===== src/hw/nfc_pkg.sv =====
package nfc_pkg;
  // command codes
  localparam logic [7:0] CMD_RESET     = 8'hF0;
  localparam logic [7:0] CMD_UNLOCK1   = 8'hAA;
  localparam logic [7:0] CMD_UNLOCK2   = 8'h55;
  localparam logic [7:0] CMD_IDENT     = 8'h90;
  localparam logic [7:0] CMD_PROGRAM   = 8'hA0;
  localparam logic [7:0] CMD_BYPASS    = 8'h20;
  localparam logic [7:0] CMD_ERASE     = 8'h80;
  localparam logic [7:0] CMD_CHIP      = 8'h10;
  localparam logic [7:0] CMD_BLOCK     = 8'h30;
  localparam logic [7:0] CMD_SUSPEND   = 8'hB0;
  localparam logic [7:0] CMD_RESUME    = 8'h30;
  localparam logic [7:0] CMD_BYP_EXIT  = 8'h00;
  // unlock addresses, word and byte organisation
  localparam logic [11:0] ADR_W_FIRST  = 12'h555;
  localparam logic [11:0] ADR_W_SECOND = 12'h2AA;
  localparam logic [11:0] ADR_B_FIRST  = 12'hAAA;
  localparam logic [11:0] ADR_B_SECOND = 12'h555;
  // bus widths
  localparam int ADDR_W = 18;
  localparam int DATA_W = 16;
  // bus cycle phase lengths in clock cycles (8 ns clock)
  localparam int CLK_NS        = 8;
  localparam int SETUP_NS      = 20;
  localparam int PULSE_NS      = 40;
  localparam int HOLD_NS       = 20;
  localparam int SETUP_CYC     = (SETUP_NS + CLK_NS - 1) / CLK_NS;
  localparam int PULSE_CYC     = (PULSE_NS + CLK_NS - 1) / CLK_NS;
  localparam int HOLD_CYC      = (HOLD_NS + CLK_NS - 1) / CLK_NS;
  // read/reset abort wait
  localparam int ABORT_US      = 10;
  localparam int ABORT_CYC     = ABORT_US * 1000 / CLK_NS;
  // status polling: toggle bit and error bit positions
  localparam int ST_TOGGLE     = 6;
  localparam int ST_ERROR      = 5;
  localparam int CNT_W         = 16;
  localparam logic [CNT_W-1:0] CNT_RST = 16'h0000;

  // host operations requested by user logic
  typedef enum logic [3:0] {
    NFC_OP_READ    = 4'h0,
    NFC_OP_RESET   = 4'h1,
    NFC_OP_IDENT   = 4'h2,
    NFC_OP_PROGRAM = 4'h3,
    NFC_OP_BYP_ON  = 4'h4,
    NFC_OP_BYP_PGM = 4'h5,
    NFC_OP_BYP_OFF = 4'h6,
    NFC_OP_CHIP    = 4'h7,
    NFC_OP_BLOCK   = 4'h8,
    NFC_OP_SUSPEND = 4'h9,
    NFC_OP_RESUME  = 4'hA
  } nfc_op_t;

  typedef struct packed {
    nfc_op_t           op;
    logic [ADDR_W-1:0] addr;
    logic [DATA_W-1:0] data;
  } nfc_req_t;

  typedef struct packed {
    logic              ok;
    logic              err;
    logic [DATA_W-1:0] data;
  } nfc_rsp_t;

  // one flash bus cycle for the pin driver
  typedef struct packed {
    logic              wr;
    logic [ADDR_W-1:0] addr;
    logic [DATA_W-1:0] data;
  } nfc_cyc_t;

  // unlock/command address for a given organisation and step
  function automatic logic [ADDR_W-1:0] nfc_cmd_addr(input logic byteMode,
                                                    input logic second);
    logic [11:0] a;
    a = byteMode ? (second ? ADR_B_SECOND : ADR_B_FIRST)
                 : (second ? ADR_W_SECOND : ADR_W_FIRST);
    return {{(ADDR_W-12){1'b0}}, a};
  endfunction
endpackage


===== src/hw/nfc_bus_cycle.sv =====
`timescale 1ns/1ps
// one asynchronous bus cycle on the flash pins
module nfc_bus_cycle (
  input  wire logic                      clk,
  input  wire logic                      rst_n,
  input  wire logic                      start,
  input  wire nfc_pkg::nfc_cyc_t         cyc,
  output logic                           done,
  output logic [nfc_pkg::DATA_W-1:0]     rdData,
  output logic                           ceN,
  output logic                           weN,
  output logic                           oeN,
  output logic [nfc_pkg::ADDR_W-1:0]     addrOut,
  output logic [nfc_pkg::DATA_W-1:0]     dqOut,
  output logic                           dqOe,
  input  wire logic [nfc_pkg::DATA_W-1:0] dqIn
);
  import nfc_pkg::*;

  typedef enum logic [1:0] {
    BC_IDLE  = 2'b00,
    BC_SETUP = 2'b01,
    BC_PULSE = 2'b11,
    BC_HOLD  = 2'b10
  } nfc_bc_t;

  nfc_bc_t           state_r;   // phase
  logic [7:0]        cnt_r;     // phase timer
  logic              wr_r;      // cycle is a write
  logic [DATA_W-1:0] s1_r;      // read data sync stages
  logic [DATA_W-1:0] s2_r;
  logic [DATA_W-1:0] s3_r;

  // data pins are asynchronous; three stages, use once the two late stages agree
  always_ff @(posedge clk or negedge rst_n) begin
    if (!rst_n) begin
      s1_r <= 16'h0000;
      s2_r <= 16'h0000;
      s3_r <= 16'h0000;
    end else begin
      s1_r <= dqIn;
      s2_r <= s1_r;
      s3_r <= s2_r;
    end
  end

  // sequencer: address before strobe falls, data latched on rising edge
  always_ff @(posedge clk or negedge rst_n) begin
    if (!rst_n) begin
      state_r <= BC_IDLE;
      cnt_r   <= 8'h00;
      wr_r    <= 1'b0;
      ceN     <= 1'b1;
      weN     <= 1'b1;
      oeN     <= 1'b1;
      addrOut <= '0;
      dqOut   <= 16'h0000;
      dqOe    <= 1'b0;
      done    <= 1'b0;
      rdData  <= 16'h0000;
    end else begin
      done <= 1'b0;
      unique case (state_r)
        BC_IDLE: begin
          if (start) begin
            wr_r    <= cyc.wr;
            addrOut <= cyc.addr;
            dqOut   <= cyc.data;
            dqOe    <= cyc.wr;
            ceN     <= 1'b0;
            cnt_r   <= 8'(SETUP_CYC);
            state_r <= BC_SETUP;
          end
        end
        BC_SETUP: begin
          if (cnt_r <= 8'h01) begin
            // write strobe falls last, so address latched here
            weN     <= !wr_r;
            oeN     <= wr_r;
            // reads need extra cycles for the sync stages
            cnt_r   <= 8'(PULSE_CYC + (wr_r ? 0 : 3));
            state_r <= BC_PULSE;
          end else cnt_r <= cnt_r - 8'h01;
        end
        BC_PULSE: begin
          if (cnt_r <= 8'h01) begin
            // write strobe rises first, data latched here
            weN     <= 1'b1;
            oeN     <= 1'b1;
            // only a value that both late stages agree on counts
            if (!wr_r && s2_r == s3_r) rdData <= s3_r;
            cnt_r   <= 8'(HOLD_CYC);
            state_r <= BC_HOLD;
          end else cnt_r <= cnt_r - 8'h01;
        end
        BC_HOLD: begin
          if (cnt_r <= 8'h01) begin
            ceN     <= 1'b1;
            dqOe    <= 1'b0;
            done    <= 1'b1;
            state_r <= BC_IDLE;
          end else cnt_r <= cnt_r - 8'h01;
        end
        default: state_r <= BC_IDLE;
      endcase
    end
  end
endmodule


===== src/hw/nfc_host.sv =====
`timescale 1ns/1ps
// Function
// - reset is F0 at any address
// - identify takes three writes ending 90
// - program: four writes, A0 third
// - error needs reset to clear status
// - word mode unlock 555/2AA
// - byte mode unlock AAA/555
// - command byte selects the operation
// - erase six writes, 10 or 30
// - bypass program, exit, suspend, resume
module nfc_host (
  input  wire logic                        clk,
  input  wire logic                        rst_n,
  input  wire logic                        byteMode,
  input  wire logic                        reqValid,
  input  wire nfc_pkg::nfc_req_t           req,
  output logic                             reqReady,
  output nfc_pkg::nfc_rsp_t                rsp,
  output logic                             rspValid,
  output logic                             inBypass,
  output logic                             ceN,
  output logic                             weN,
  output logic                             oeN,
  output logic [nfc_pkg::ADDR_W-1:0]       addrOut,
  output logic [nfc_pkg::DATA_W-1:0]       dqOut,
  output logic                             dqOe,
  input  wire logic [nfc_pkg::DATA_W-1:0]  dqIn
);
  import nfc_pkg::*;

  typedef enum logic [2:0] {
    H_IDLE  = 3'b000,
    H_ISSUE = 3'b001,
    H_WAIT  = 3'b011,
    H_POLL  = 3'b010,
    H_POLLW = 3'b110,
    H_ABORT = 3'b111,
    H_DONE  = 3'b101
  } nfc_hs_t;

  nfc_hs_t           state_r;    // main sequence state
  nfc_req_t          req_r;      // latched request
  logic [2:0]        step_r;     // write index in sequence
  logic [2:0]        len_r;      // sequence length
  logic              poll_r;     // operation needs status polling
  logic              bypass_r;   // bypass mode tracking
  logic [DATA_W-1:0] prevSt_r;   // previous status for toggle check
  logic              havePrev_r; // one status read already taken
  logic [CNT_W-1:0]  abortCnt_r; // abort timer
  logic              start_r;    // bus cycle start pulse
  nfc_cyc_t          cyc_r;      // bus cycle being issued
  logic              cycDone;
  logic [DATA_W-1:0] cycData;

  // pins come from the cycle driver flops
  nfc_bus_cycle u_cyc (
    .clk     (clk),
    .rst_n   (rst_n),
    .start   (start_r),
    .cyc     (cyc_r),
    .done    (cycDone),
    .rdData  (cycData),
    .ceN     (ceN),
    .weN     (weN),
    .oeN     (oeN),
    .addrOut (addrOut),
    .dqOut   (dqOut),
    .dqOe    (dqOe),
    .dqIn    (dqIn)
  );

  // length of each write sequence
  function automatic logic [2:0] seq_len(input nfc_op_t op);
    unique case (op)
      NFC_OP_READ:    return 3'd1;
      NFC_OP_RESET:   return 3'd1;
      NFC_OP_SUSPEND: return 3'd1;
      NFC_OP_RESUME:  return 3'd1;
      NFC_OP_BYP_PGM: return 3'd2;
      NFC_OP_BYP_OFF: return 3'd2;
      NFC_OP_IDENT:   return 3'd3;
      NFC_OP_BYP_ON:  return 3'd3;
      NFC_OP_PROGRAM: return 3'd4;
      NFC_OP_CHIP:    return 3'd6;
      NFC_OP_BLOCK:   return 3'd6;
      default:        return 3'd1;
    endcase
  endfunction

  // build the bus cycle for write step s of the request
  function automatic nfc_cyc_t seq_cyc(input nfc_req_t r, input logic [2:0] s,
                                       input logic bm);
    nfc_cyc_t c;
    logic [7:0] code;
    c.wr   = 1'b1;
    c.addr = nfc_cmd_addr(bm, 1'b0);
    c.data = 16'h0000;
    code   = 8'h00;
    unique case (r.op)
      NFC_OP_IDENT:   code = CMD_IDENT;
      NFC_OP_PROGRAM: code = CMD_PROGRAM;
      NFC_OP_BYP_ON:  code = CMD_BYPASS;
      default:        code = CMD_ERASE;
    endcase
    if (s == 3'd0 || s == 3'd3) c.data = {8'h00, CMD_UNLOCK1};
    if (s == 3'd1 || s == 3'd4) begin
      c.addr = nfc_cmd_addr(bm, 1'b1);
      c.data = {8'h00, CMD_UNLOCK2};
    end
    if (s == 3'd2) c.data = {8'h00, code};
    // fourth write carries target and value
    if (r.op == NFC_OP_PROGRAM && s == 3'd3) begin
      c.addr = r.addr;
      c.data = r.data;
    end
    if (s == 3'd5) begin
      c.data = {8'h00, (r.op == NFC_OP_CHIP) ? CMD_CHIP : CMD_BLOCK};
      if (r.op == NFC_OP_BLOCK) c.addr = r.addr;
    end
    // single and two write forms
    unique case (r.op)
      NFC_OP_READ: begin
        c.wr   = 1'b0;
        c.addr = r.addr;
      end
      NFC_OP_RESET:   c.data = {8'h00, CMD_RESET};
      NFC_OP_SUSPEND: c.data = {8'h00, CMD_SUSPEND};
      NFC_OP_RESUME:  c.data = {8'h00, CMD_RESUME};
      NFC_OP_BYP_PGM: begin
        c.addr = (s == 3'd0) ? '0 : r.addr;
        c.data = (s == 3'd0) ? {8'h00, CMD_PROGRAM} : r.data;
      end
      NFC_OP_BYP_OFF: begin
        c.addr = '0;
        c.data = {8'h00, (s == 3'd0) ? CMD_IDENT : CMD_BYP_EXIT};
      end
      default: c.wr = 1'b1;
    endcase
    return c;
  endfunction

  // main sequencer
  always_ff @(posedge clk or negedge rst_n) begin
    if (!rst_n) begin
      state_r    <= H_IDLE;
      req_r      <= '0;
      step_r     <= 3'd0;
      len_r      <= 3'd1;
      poll_r     <= 1'b0;
      prevSt_r   <= 16'h0000;
      havePrev_r <= 1'b0;
      abortCnt_r <= CNT_RST;
      reqReady   <= 1'b1;
      start_r    <= 1'b0;
      cyc_r      <= '0;
      rsp        <= '0;
      rspValid   <= 1'b0;
    end else begin
      start_r  <= 1'b0;
      rspValid <= 1'b0;
      unique case (state_r)
        H_IDLE: begin
          // one request at a time, accepted only here
          // ready returns a cycle after the answer pulse, so a request
          // still held through that pulse is not taken a second time
          reqReady <= !(reqValid && reqReady);
          if (reqValid && reqReady) begin
            req_r   <= req;
            step_r  <= 3'd0;
            len_r   <= seq_len(req.op);
            poll_r  <= req.op == NFC_OP_PROGRAM ||
                       req.op == NFC_OP_BYP_PGM ||
                       req.op == NFC_OP_CHIP ||
                       req.op == NFC_OP_BLOCK ||
                       req.op == NFC_OP_RESUME;
            state_r <= H_ISSUE;
          end
        end
        H_ISSUE: begin
          // each write is a full strobe cycle
          cyc_r   <= seq_cyc(req_r, step_r, byteMode);
          start_r <= 1'b1;
          state_r <= H_WAIT;
        end
        H_WAIT: begin
          if (cycDone) begin
            if (step_r + 3'd1 < len_r) begin
              step_r  <= step_r + 3'd1;
              state_r <= H_ISSUE;
            end else if (poll_r) begin
              havePrev_r <= 1'b0;
              cyc_r      <= '{wr: 1'b0, addr: req_r.addr, data: 16'h0000};
              start_r    <= 1'b1;
              state_r    <= H_POLLW;
            end else if (req_r.op == NFC_OP_RESET) begin
              // allow abort time before any read
              abortCnt_r <= CNT_W'(ABORT_CYC);
              state_r    <= H_ABORT;
            end else begin
              rsp     <= '{ok: 1'b1, err: 1'b0, data: cycData};
              state_r <= H_DONE;
            end
          end
        end
        H_POLLW: begin
          if (cycDone) begin
            prevSt_r   <= cycData;
            havePrev_r <= 1'b1;
            // toggle stops once the controller is idle
            if (havePrev_r && cycData[ST_TOGGLE] == prevSt_r[ST_TOGGLE]) begin
              // protected target never toggles: ends here quietly
              rsp     <= '{ok: 1'b1, err: 1'b0, data: cycData};
              state_r <= H_DONE;
            end else if (havePrev_r && prevSt_r[ST_ERROR]) begin
              // error: flash keeps status until reset
              rsp     <= '{ok: 1'b0, err: 1'b1, data: cycData};
              state_r <= H_DONE;
            end else state_r <= H_POLL;
          end
        end
        H_POLL: begin
          start_r <= 1'b1;
          state_r <= H_POLLW;
        end
        H_ABORT: begin
          if (abortCnt_r == CNT_RST) begin
            rsp     <= '{ok: 1'b1, err: 1'b0, data: 16'h0000};
            state_r <= H_DONE;
          end else abortCnt_r <= abortCnt_r - 16'h0001;
        end
        H_DONE: begin
          rspValid <= 1'b1;
          state_r  <= H_IDLE;
        end
        default: state_r <= H_IDLE;
      endcase
    end
  end

  // track bypass mode for the user
  always_ff @(posedge clk or negedge rst_n) begin
    if (!rst_n) bypass_r <= 1'b0;
    else if (state_r == H_DONE && req_r.op == NFC_OP_BYP_ON) bypass_r <= 1'b1;
    else if (state_r == H_DONE && req_r.op == NFC_OP_BYP_OFF)
      bypass_r <= 1'b0;
  end
  assign inBypass = bypass_r;
endmodule


===== config.mk =====
export PLATFORM = sky130hd
export DESIGN_NAME = nfc_host
export DESIGN_NICKNAME = d
export VERILOG_FILES = /design/src/hw/nfc_pkg.sv /design/src/hw/nfc_bus_cycle.sv /design/src/hw/nfc_host.sv
export SDC_FILE = /design/constraint.sdc
export NUM_CORES = 1
export LEC_CHECK = 0
export ABC_AREA = 1
export BUFFER_PORTS_ARGS = -buffer_cell sky130_fd_sc_hd__buf_2
export CORE_ASPECT_RATIO = 1.25
export CORE_UTILIZATION = 50
export CTS_CLUSTER_SIZE = 10
export DETAILED_ROUTE_END_ITERATION = 8
export PLACE_DENSITY = 0.7
export SYNTH_ARGS = -nofsm -noshare
export SYNTH_HDL_FRONTEND = slang
export SYNTH_SLANG_ARGS = --single-unit

===== constraint.sdc =====
create_clock -name clk -period 4.65 [get_ports clk]
set_input_delay 0.2325 -clock clk [delete_from_list [all_inputs] [get_ports clk]]
set_output_delay 0.2325 -clock clk [all_outputs]
set_load 0.03 [all_outputs]

==> impl_metrics.toml, run 1 <==
[run_status]
status = "finished clean"

[power]
power_density_mw_per_mm2 = 326
power.leakage_nw = 6.94
p_total_mw = 4.11
ir_drop_mv = 0.297

[global_routing]
met1_usage = 0.277
grtUsageMet3 = 0.0278
grt_max_degree = 114
antenna_found_initial = 1
grtUsageTotal = 0.231
grt.overflow.total = 0
grt_pass1_wl_mm = 40.6
globalRouteMet2Util = 0.423
grt_pass1_vias = 8602
top_usage_layer = "met2"

[timing]
setup_tns_ns = 0
tightest_slew_ns = 1.11
relSlewSlack = 0.253
skew_ns = 0.0165
finalHoldViolations = 0
rsz0062_at_grt = "false"
setup_viol = 0
slew_violations = 0
post-route-period-util = 0.601
clock.fmax_mhz = 358
fin_ws_ns = 1.86
period_minus_slack_ns = 2.79

[route]
drt_iter0_drc = 527
dr.pass1.iters = 5
via_per_inst = 4.96
wirelength_mm = 23.6
ant_nets = 0
detail_route.wl_per_cell_um = 13.7
num_vias = 8573
drc = 0

[cts]
cts_hold_buf = 54
clk_path_buf_depth = 3
htreeDepth = 1
clock-sinks = 238
cts_tree = "built"
ctsResizeCount = 0
clkTransAtPathRegs_ns = 0.06
clock-root-buffer = "clkbuf_16"
insertion_delay_ns = 0.53
cts_buffers = 27
postCtsSetupBuffers = 0

[worst_hold_path]
hp-class = "in2reg"
hold_start = "req[35]"
whs_path_depth = 3
hold-path-endpoint = "len_r[2]$_DFFE_PN0P_"

[worst_setup_path]
path_class = "reg2reg"
crit_arrival_ns = 3.21
worstPathRequired_ns = 5.07
cp-startpoint = "step_r[0]$_DFFE_PN0P_"
rr_worst_depth = 11
worstSetupEndpointType = "flop"
reg2reg_from = "step_r[0]$_DFFE_PN0P_"
worstReg2RegEnd = "cyc_r[7]$_DFFE_PN0P_"
worst_setup_path_start_kind = "flop"
slowest_delay_ns = 0.44
r2r_setup_slack_ns = 1.86
path_cells = "ha_1, ha_1, inv_1, ha_1, nand3_1, nand3_1, nand2_1, nor2_4, inv_2, nand2_1, nand2_1"
crit_slowest_cell = "dfrtp_1"
path_max_fanout = 29

[synth]
postSynthCellCount = 1269
syn_area_per_cell_sq_um = 8.28
yosysTopAreaCell = "dfrtp_1"
yosys-top-cells-area = "dfrtp_1, nand2_1, nand3_1, inv_1, nor2_1"
ys.warnings.count = 0
synthesis.nets = 1339
ys_ff_latch = 238
syn_area_sq_mm = 0.0105
ys_types = 38
ys_seq_area_frac = 0.567
synth_top_area_frac = 0.555

[cells_and_area]
drive_above_1_share = 0.124
fin_area_sq_mm = 0.0126
layout.nets = 1507
fin_cells = 1728
area_delta_synth_final_pct = 20.0

[place]
dp.cells = 1624
gp_congestion = 0.883
dp_hpwl_mm = 16.0
pre_cts_ws_ns = 1.85
port_buffers = 116
placed_cell_area_sq_mm = 0.0113

[floorplanning]
core_sq_mm = 0.0204
start_util = 0.515
die-area_sq_mm = 0.0216
die_w_um = 132
die_h_um = 164
fp-row-count = 58
pin_count = 117

[job]
drv_cap = 0
==> routing by layer <==
layer,share of wire,wire length [um]
met4,0.029,678
met5,0,0
met3,0.033,776
met2,0.51,12100
met1,0.43,10100
==> synth_stat cells (all sizes together) <==
cell / count
nor3: 4
o21a: 2
a22o: 1
xor2: 5
mux2: 1
a21oi: 15
or2: 5
o211ai: 3
dfrtp: 233
clkbuf: 20
o21ai: 64
buf: 17
xnor2: 5
a21o: 2
nor2: 98
nand3b: 2
inv: 101
o22ai: 1
clkinv: 1
nand2: 551
ha: 12
nand3: 78
nor3b: 1
nand4: 38
o2111ai: 1
o21bai: 2
a22oi: 1
dfstp: 5
==> power breakdown <==
group          total (mW)  switching [mW]  internal (mW)  leakage, nW
sequential           2.11          0.0122           2.09         3.06
clock                1.88           0.791           1.08        0.362
combinational       0.130          0.0700         0.0595         3.52
==> final cells by class <==
class / instances / area, sq um
fill: 1839 / 7780
sequential: 238 / 5960
multi-input combinational: 892 / 3970
timing repair buffer: 176 / 1190
clock buffer: 48 / 754
inverter: 102 / 383
tap: 270 / 338
clock inverter: 1 / 8.76
antenna: 1 / 2.50
==> kinds of logic after synthesis <==
family | after synthesis | synth area share
AND/OR/NAND/NOR | 777 | 0.307
flip-flops | 238 | 0.567
buffers and inverters | 139 | 0.0553
AO/OA/AOI/OAI | 92 | 0.0470
adder cells (fa/ha/maj) | 12 | 0.0143
XOR/XNOR | 10 | 0.00833
multiplexers | 1 | 0.00107
==> state kept, by name, summed over array words and instances (netlist names), 18 cells and up <==
signal / flops
u_cyc.addrOut: 18
req_r: 38
cyc_r: 35
rsp: 18
==> worst max-delay path: cells and delay by family (launching register included) <==
family | cells | cell delay, ns
fa+ha+maj | 3 | 0.81
simple gates | 6 | 1.02
flops | 1 | 0.44
buf+inv | 2 | 0.39
==> worst max path at each step <==
stage | to | slack [ns] | cells past startpoint
5_1_grt | cyc_r[34]$_DFFE_PN0P_ | 1.56 | 11
6_report | cyc_r[7]$_DFFE_PN0P_ | 1.86 | 11
3_5_place_dp | cyc_r[34]$_DFFE_PN0P_ | 1.85 | 11
4_1_cts | cyc_r[7]$_DFFE_PN0P_ | 1.85 | 11
2_1_floorplan | rsp[10]$_DFFE_PN0P_ | 2.44 | 12
3_3_place_gp | cyc_r[34]$_DFFE_PN0P_ | 1.97 | 11
==> layout by cell type (no fill, tap or decap), types with 10 or more instances in the layout <==
cell | synthesis | routed
nand2_1 | 547 | 547
inv_1 | 98 | 98
nor2_1 | 91 | 90
buf_2 | 8 | 115
dlygate4sd3_1 | 0 | 54
dfrtp_1 | 233 | 233
nand3_1 | 75 | 75
clkbuf_16 | 0 | 27
ha_1 | 12 | 12
nand4_1 | 37 | 37
o21ai_1 | 10 | 10
a21oi_1 | 15 | 15
clkbuf_1 | 20 | 21
o21ai_0 | 54 | 54
==> stage by stage <==
step / hold slack (ns) / util
5_1_grt: 0.0390 / 0.618
6_report: 0.0321 / 0.618
3_3_place_gp: 0.236 / 0.554
3_5_place_dp: 0.237 / 0.554
2_1_floorplan: -0.0631 / -
4_1_cts: 0.0155 / 0.618
Power figures use the tool's default switching activity.
==> run 2: changes to the inputs <==
--- a/config.mk
+++ b/config.mk
@@ -5,13 +5,13 @@
 export SDC_FILE = /design/constraint.sdc
 export NUM_CORES = 1
 export LEC_CHECK = 0
-export ABC_AREA = 1
+export ABC_AREA = 0
 export BUFFER_PORTS_ARGS = -buffer_cell sky130_fd_sc_hd__buf_2
 export CORE_ASPECT_RATIO = 1.25
 export CORE_UTILIZATION = 50
 export CTS_CLUSTER_SIZE = 10
 export DETAILED_ROUTE_END_ITERATION = 8
-export PLACE_DENSITY = 0.7
+export PLACE_DENSITY = 0.73
 export SYNTH_ARGS = -nofsm -noshare
 export SYNTH_HDL_FRONTEND = slang
 export SYNTH_SLANG_ARGS = --single-unit
==> constraint.sdc (replaced) <==
create_clock -name clk -period 2.4 [get_ports clk]
set_input_delay 0.12 -clock clk [delete_from_list [all_inputs] [get_ports clk]]
set_output_delay 0.12 -clock clk [all_outputs]
set_load 0.03 [all_outputs]
==> impl_metrics.toml, run 2 <==
[run_status]
status = "complete, but fails checks"
violations = "setup timing"

[floorplanning]
die_w_um = 129
fp-row-count = 57
die_h_um = 161
start_util = 0.515
core_sq_mm = 0.0196
pin_count = 117
die-area_sq_mm = 0.0208

[synth]
synth_top_area_frac = 0.577
ys_ff_latch = 238
syn_area_per_cell_sq_um = 12.2
ys_seq_area_frac = 0.590
yosys-top-cells-area = "dfrtp_1, mux2_2, a22o_1, mux2i_1, o21ai_0"
synthesis.nets = 896
postSynthCellCount = 826
synthMostInstantiatedCell = "dfrtp_1"
ys_types = 67
async_flop_share = 1.00
ys_top_cells_by_count = "dfrtp_1, mux2_2, nand2_1"
synth-main-ff-cell = "dfrtp_1"
syn_area_sq_mm = 0.0101
synth_edf_count = 0
yosysTopAreaCell = "dfrtp_1"
ys.warnings.count = 0

[place]
gp_congestion = 0.953
dp_hpwl_mm = 14.7
dp.cells = 1210
port_buffers = 116

[global_routing]
grt.overflow.total = 0
antenna_found_initial = 0
grt_pass1_wl_mm = 37.8
grt_pass1_vias = 7578
grt_max_degree = 78
grtUsageTotal = 0.229

[cts]
htreeDepth = 1
clock-sinks = 238
cts_tree = "built"
cts_buffers = 27
clk_path_buf_depth = 3
insertion_delay_ns = 0.54
clkTransAtPathRegs_ns = 0.06
clock-root-buffer = "clkbuf_16"

[route]
ant_nets = 0
drt_iter0_drc = 425
via_per_inst = 5.48
wirelength_mm = 23.3
num_vias = 7261
drc = 0
dr.pass1.iters = 4
detail_route.wl_per_cell_um = 17.6

[cells_and_area]
nFillCells = 1437
n_antenna_cell = 0
fin_cells = 1326
area_delta_synth_final_pct = 27.7
multi_input_area_sq_mm = 0.00399
final_common_cell = "dfrtp_1"
largest_reg_flops = 38
layout.nets = 1111
top_regs = "req_r x38, cyc_r x35"
register_area_sq_mm = 0.00596
drive_above_1_share = 0.307
final_cell_mix = "dfrtp_1, buf_2, mux2_2"
regMostFlops = "req_r"

[timing]
clock.fmax_mhz = 406
period_minus_slack_ns = 2.47
skew_ns = 0.0139
post-route-period-util = 1.03
tightest_slew_ns = 0.504
finalHoldViolations = 0
slew_violations = 0
relSlewSlack = 0.663
setup_viol = 26
rsz0062_at_grt = "true"
fin_ws_ns = -0.0660

[worst_setup_path]
worst_setup_path_start_kind = "flop"
crit_arrival_ns = 2.88
reg2reg_from = "step_r[0]$_DFFE_PN0P_"
path_max_fanout = 5
worstSetupEndpointType = "flop"
rr_worst_depth = 11
path_class = "reg2reg"
r2r_setup_slack_ns = -0.07
worstPathRequired_ns = 2.82
worstReg2RegEnd = "cyc_r[9]$_DFFE_PN0P_"

[power]
power.leakage_nw = 6.11
power_density_mw_per_mm2 = 1140
ir_drop_mv = 0.809
intPower_mw = 9.55
power_frac_seq = 0.403
p_comb_frac = 0.346
clock_power_share = 0.250
swShare = 0.353
p_total_mw = 14.8
p_sw_mw = 5.21

[worst_hold_path]
whs_path_depth = 4
hold_start = "reqValid"
hp-class = "in2reg"
hold-path-endpoint = "state_r[0]$_DFFE_PN0P_"

[job]
drv_cap = 0
==> run 2: cell types whose count changed after synthesis, moves of 12 or more <==
cell	previous run	this run
nand2_1	547	42
mux2_2	1	77
inv_1	98	39
nand3_1	75	17
nor2_1	91	40
a22o_1	1	35
nand4_1	37	4
mux2i_1	0	20
a21oi_1	15	34
o21ai_0	54	40
nand2b_1	0	12
==> run 2: through the flow <==
| stage | cell area (sq um) | TNS (ns) | util | setup slack, ns | hold WS (ns) |
|---|---|---|---|---|---|
| finish | 12900 | -1.07 | 0.658 | -0.0660 | 0.0634 |
| global route | 12900 | -4.78 | 0.658 | -0.155 | 0.114 |
| CTS | 12800 | -0.459 | 0.652 | -0.0485 | 0.0524 |
| detailed placement | 11300 | -1.10 | 0.576 | -0.0913 | 0.0696 |
| global placement | 11300 | -0.0529 | 0.576 | -0.0323 | 0.0715 |
| floorplan | 10200 | -0.0317 | - | -0.00320 | -0.176 |
==> run 2: cell type report <==
| cell class | count | area share |
|---|---|---|
| Sequential cell | 238 | 0.462 |
| Multi-Input combinational cell | 508 | 0.309 |
| Timing Repair Buffer | 227 | 0.132 |
| Clock buffer | 48 | 0.0585 |
| Tap cell | 265 | 0.0257 |
| Inverter | 39 | 0.0113 |
| Clock inverter | 1 | 0.00155 |
==> run 2: logic make-up after synthesis <==
kind of cell	share of synthesized area
buffers and inverters	0.0323
muxes	0.120
AOI/OAI and AO/OA	0.119
DFF	0.590
adders and majority gates	0.0158
and+or+nand+nor	0.104
xor gates and xnor gates	0.0191
==> run 2: critical path, stage by stage (launching register included) <==
cell and delay [ns]:
dfrtp_1 0.39, ha_2 0.21, ha_4 0.27, inv_2 0.04, ha_4 0.27, nand2_4 0.05
buf_4 0.14, o21ai_4 0.14, nand3_2 0.15, a21o_4 0.31, buf_4 0.16, a22o_1 0.22
==> run 2: power by group through the flow <==
stage	clock, mW	combinational [mW]	sequential (mW)
after floorplan	0	2.94	6.11
after global placement	0	4.47	5.96
after detailed placement	0	4.60	5.99
after CTS	3.76	5.01	5.93
after global routing	3.94	5.58	6.11
final	3.69	5.11	5.95
==> run 2: how the worst max path moves through the flow <==
stage                          startpoint                    end  slack, ns  cells after the start
global route        step_r[0]$_DFFE_PN0P_    rsp[14]$_DFFE_PN0P_      -0.16                     12
global placement    step_r[1]$_DFFE_PN0P_  cyc_r[15]$_DFFE_PN0P_      -0.03                     10
finish              step_r[0]$_DFFE_PN0P_   cyc_r[9]$_DFFE_PN0P_      -0.07                     11
detailed placement  step_r[1]$_DFFE_PN0P_  cyc_r[15]$_DFFE_PN0P_      -0.09                     10
floorplan           step_r[1]$_DFFE_PN0P_  cyc_r[34]$_DFFE_PN0P_     -0.003                     11
CTS                 step_r[1]$_DFFE_PN0P_     rsp[7]$_DFFE_PN0P_      -0.05                     11
==> run 2: what timing repair did <==
action                                  CTS  global route
hold buffers                             55             0
endpoints found under the setup margin   46            67
endpoints found under the hold margin   258             0
cloned                                    2             2
pin swaps                                 4            14
gates resized for setup                  13            20
setup buffers                             4             7
==> run 2: layer usage <==
metal / global-route usage / vias up / wire (um)
met1: 0.281 / 3657 / 9620
met4: 0.0765 / 0 / 503
met5: 0 / - / 0
met3: 0.0453 / 34 / 1080
li1: - / 3400 / -
met2: 0.401 / 170 / 12100
==> run 3: changes to the inputs <==
--- a/config.mk
+++ b/config.mk
@@ -7,11 +7,11 @@
 export LEC_CHECK = 0
 export ABC_AREA = 0
 export BUFFER_PORTS_ARGS = -buffer_cell sky130_fd_sc_hd__buf_2
-export CORE_ASPECT_RATIO = 1.25
 export CORE_UTILIZATION = 50
 export CTS_CLUSTER_SIZE = 10
 export DETAILED_ROUTE_END_ITERATION = 8
 export PLACE_DENSITY = 0.73
+export SKIP_CTS_REPAIR_TIMING = 1
 export SYNTH_ARGS = -nofsm -noshare
 export SYNTH_HDL_FRONTEND = slang
 export SYNTH_SLANG_ARGS = --single-unit
==> impl_metrics.toml, run 3 (synthesized netlist as in run 2, its figures left out) <==
[run_status]
status = "finished clean"

[cts]
insertion_delay_ns = 0.53
cts_tree = "built"
clk_path_buf_depth = 3
clock-root-buffer = "clkbuf_16"
cts_buffers = 28
htreeDepth = 1
clock-sinks = 238
clkTransAtPathRegs_ns = 0.06

[cells_and_area]
n_antenna_cell = 0
top_regs = "req_r x38, cyc_r x35"
fin_area_sq_mm = 0.0127
fin_cells = 1312
multi_input_area_sq_mm = 0.00389
layout.nets = 1104
register_area_sq_mm = 0.00596
area_delta_synth_final_pct = 26.0
final_cell_mix = "dfrtp_1, buf_2, mux2_2"
nFillCells = 1503
largest_reg_flops = 38
final_common_cell = "dfrtp_1"
drive_above_1_share = 0.301
regMostFlops = "req_r"

[floorplanning]
pin_count = 117
die-area_sq_mm = 0.0208
start_util = 0.514
die_h_um = 144
core_sq_mm = 0.0197
die_w_um = 144
fp-row-count = 51

[timing]
period_minus_slack_ns = 2.31
hold_slack_ns = 0.0770
finalHoldViolations = 0
relSlewSlack = 0.481
setup_viol = 0
post-route-period-util = 0.960
tightest_slew_ns = 0.778
skew_ns = 0.0132
slew_violations = 0
clock.fmax_mhz = 434

[route]
num_vias = 7095
detail_route.wl_per_cell_um = 17.0
drt_iter0_drc = 328
drc = 0
ant_nets = 0
via_per_inst = 5.41
dr.pass1.iters = 5
wirelength_mm = 22.3

[global_routing]
grt_pass1_wl_mm = 35.0
grt.overflow.total = 0
antenna_found_initial = 0
grt_max_degree = 81
grt_pass1_vias = 6978
grtUsageTotal = 0.213

[worst_setup_path]
cp_num_buf_inv = 3
path_class = "reg2reg"
worstSetupEndpointType = "flop"
worst_setup_path_start_kind = "flop"
slowest_delay_ns = 0.38
cp_top_family = "compound AO/OA/AOI/OAI gates"
path_max_fanout = 22
crit_slowest_cell = "dfrtp_1"
crit_arrival_ns = 2.71
worstPathRequired_ns = 2.80
path_cells = "buf_4, inv_1, ha_1, ha_4, nand2_2, o21ai_2, nand3_2, a21o_4, buf_12, a22o_1"

[power]
power_frac_seq = 0.408
p_total_mw = 14.5
swShare = 0.348
p_comb_frac = 0.332
power_density_mw_per_mm2 = 1140
p_sw_mw = 5.04
intPower_mw = 9.44
ir_drop_mv = 0.793
clock_power_share = 0.260
power.leakage_nw = 6.06

[place]
placed_cell_area_sq_mm = 0.0113
port_buffers = 116
gp_congestion = 0.850
dp_hpwl_mm = 14.7
dp.cells = 1212

[worst_hold_path]
hp-class = "in2reg"

[job]
drv_cap = 0
## run 3: changes by cell type in the layout (fill, tap and decap cells not counted), moves of 2 or more
cell / previous run / this run
o2bb2ai_1: 3 / 5
buf_12: 6 / 8
o21ai_4: 2 / 0
o21ai_2: 0 / 2
clkbuf_1: 21 / 11
buf_4: 41 / 39
o2bb2ai_2: 2 / 0
buf_6: 7 / 1
## run 3: layer usage
layer	routed length, um	share of wire	GRT usage
met1	10200	0.46	0.290
met4	439	0.020	0.0554
met5	0	0	0
met2	10600	0.47	0.344
met3	1140	0.051	0.0517
## run 3: per-stage QoR
step / TNS (ns) / util / setup WS (ns)
final: 0 / 0.648 / 0.0949
after CTS: -0.114 / 0.617 / -0.0344
after global placement: -0.0184 / 0.577 / -0.00947
after floorplan: -0.0317 / - / -0.00320
after global routing: -0.0194 / 0.648 / -0.0192
after detailed placement: -0.0254 / 0.577 / -0.0129
## run 3: worst register-to-register path: cells and delay by family, from the launching register on
kind / cells / cell delay [ns]
DFF: 1 / 0.38
adders and majority gates: 2 / 0.55
AOI/OAI and AO/OA: 3 / 0.67
and+or+nand+nor: 2 / 0.17
buffers and inverters: 3 / 0.41
## run 3: area by class of cell
cell class	instances	share of cell area
well taps	265	0.0260
repair buffers	220	0.126
multi-input cells	507	0.305
flip-flops and latches	238	0.468
clock buffers	41	0.0613
inverters	39	0.0115
clock inverters	2	0.00108
## run 3: worst paths after layout
check                                              start                       end  slack, ns  depth (start not counted)
worst min register to register  u_cyc.s1_r[10]$_DFF_PN0_  u_cyc.s2_r[10]$_DFF_PN0_       0.35                          0
max in group asynchronous                          rst_n     u_cyc.weN$_DFFE_PN1P_       1.38                          3
min in group asynchronous                          rst_n   u_cyc.s1_r[9]$_DFF_PN0_       0.17                          2
worst min-delay path                            reqValid    state_r[0]$_DFFE_PN0P_       0.08                          4
worst max-delay path               step_r[1]$_DFFE_PN0P_     cyc_r[15]$_DFFE_PN0P_       0.09                         10
worst max register to register     step_r[1]$_DFFE_PN0P_     cyc_r[15]$_DFFE_PN0P_       0.09                         10
## run 3: power groups by stage
stage | registers [mW] | logic, mW | clock network, mW
final | 5.91 | 4.80 | 3.76
after floorplan | 6.11 | 2.94 | 0
after CTS | 5.90 | 4.69 | 3.83
after detailed placement | 5.95 | 4.67 | 0
after global routing | 6.04 | 5.28 | 4.00
after global placement | 5.90 | 4.56 | 0
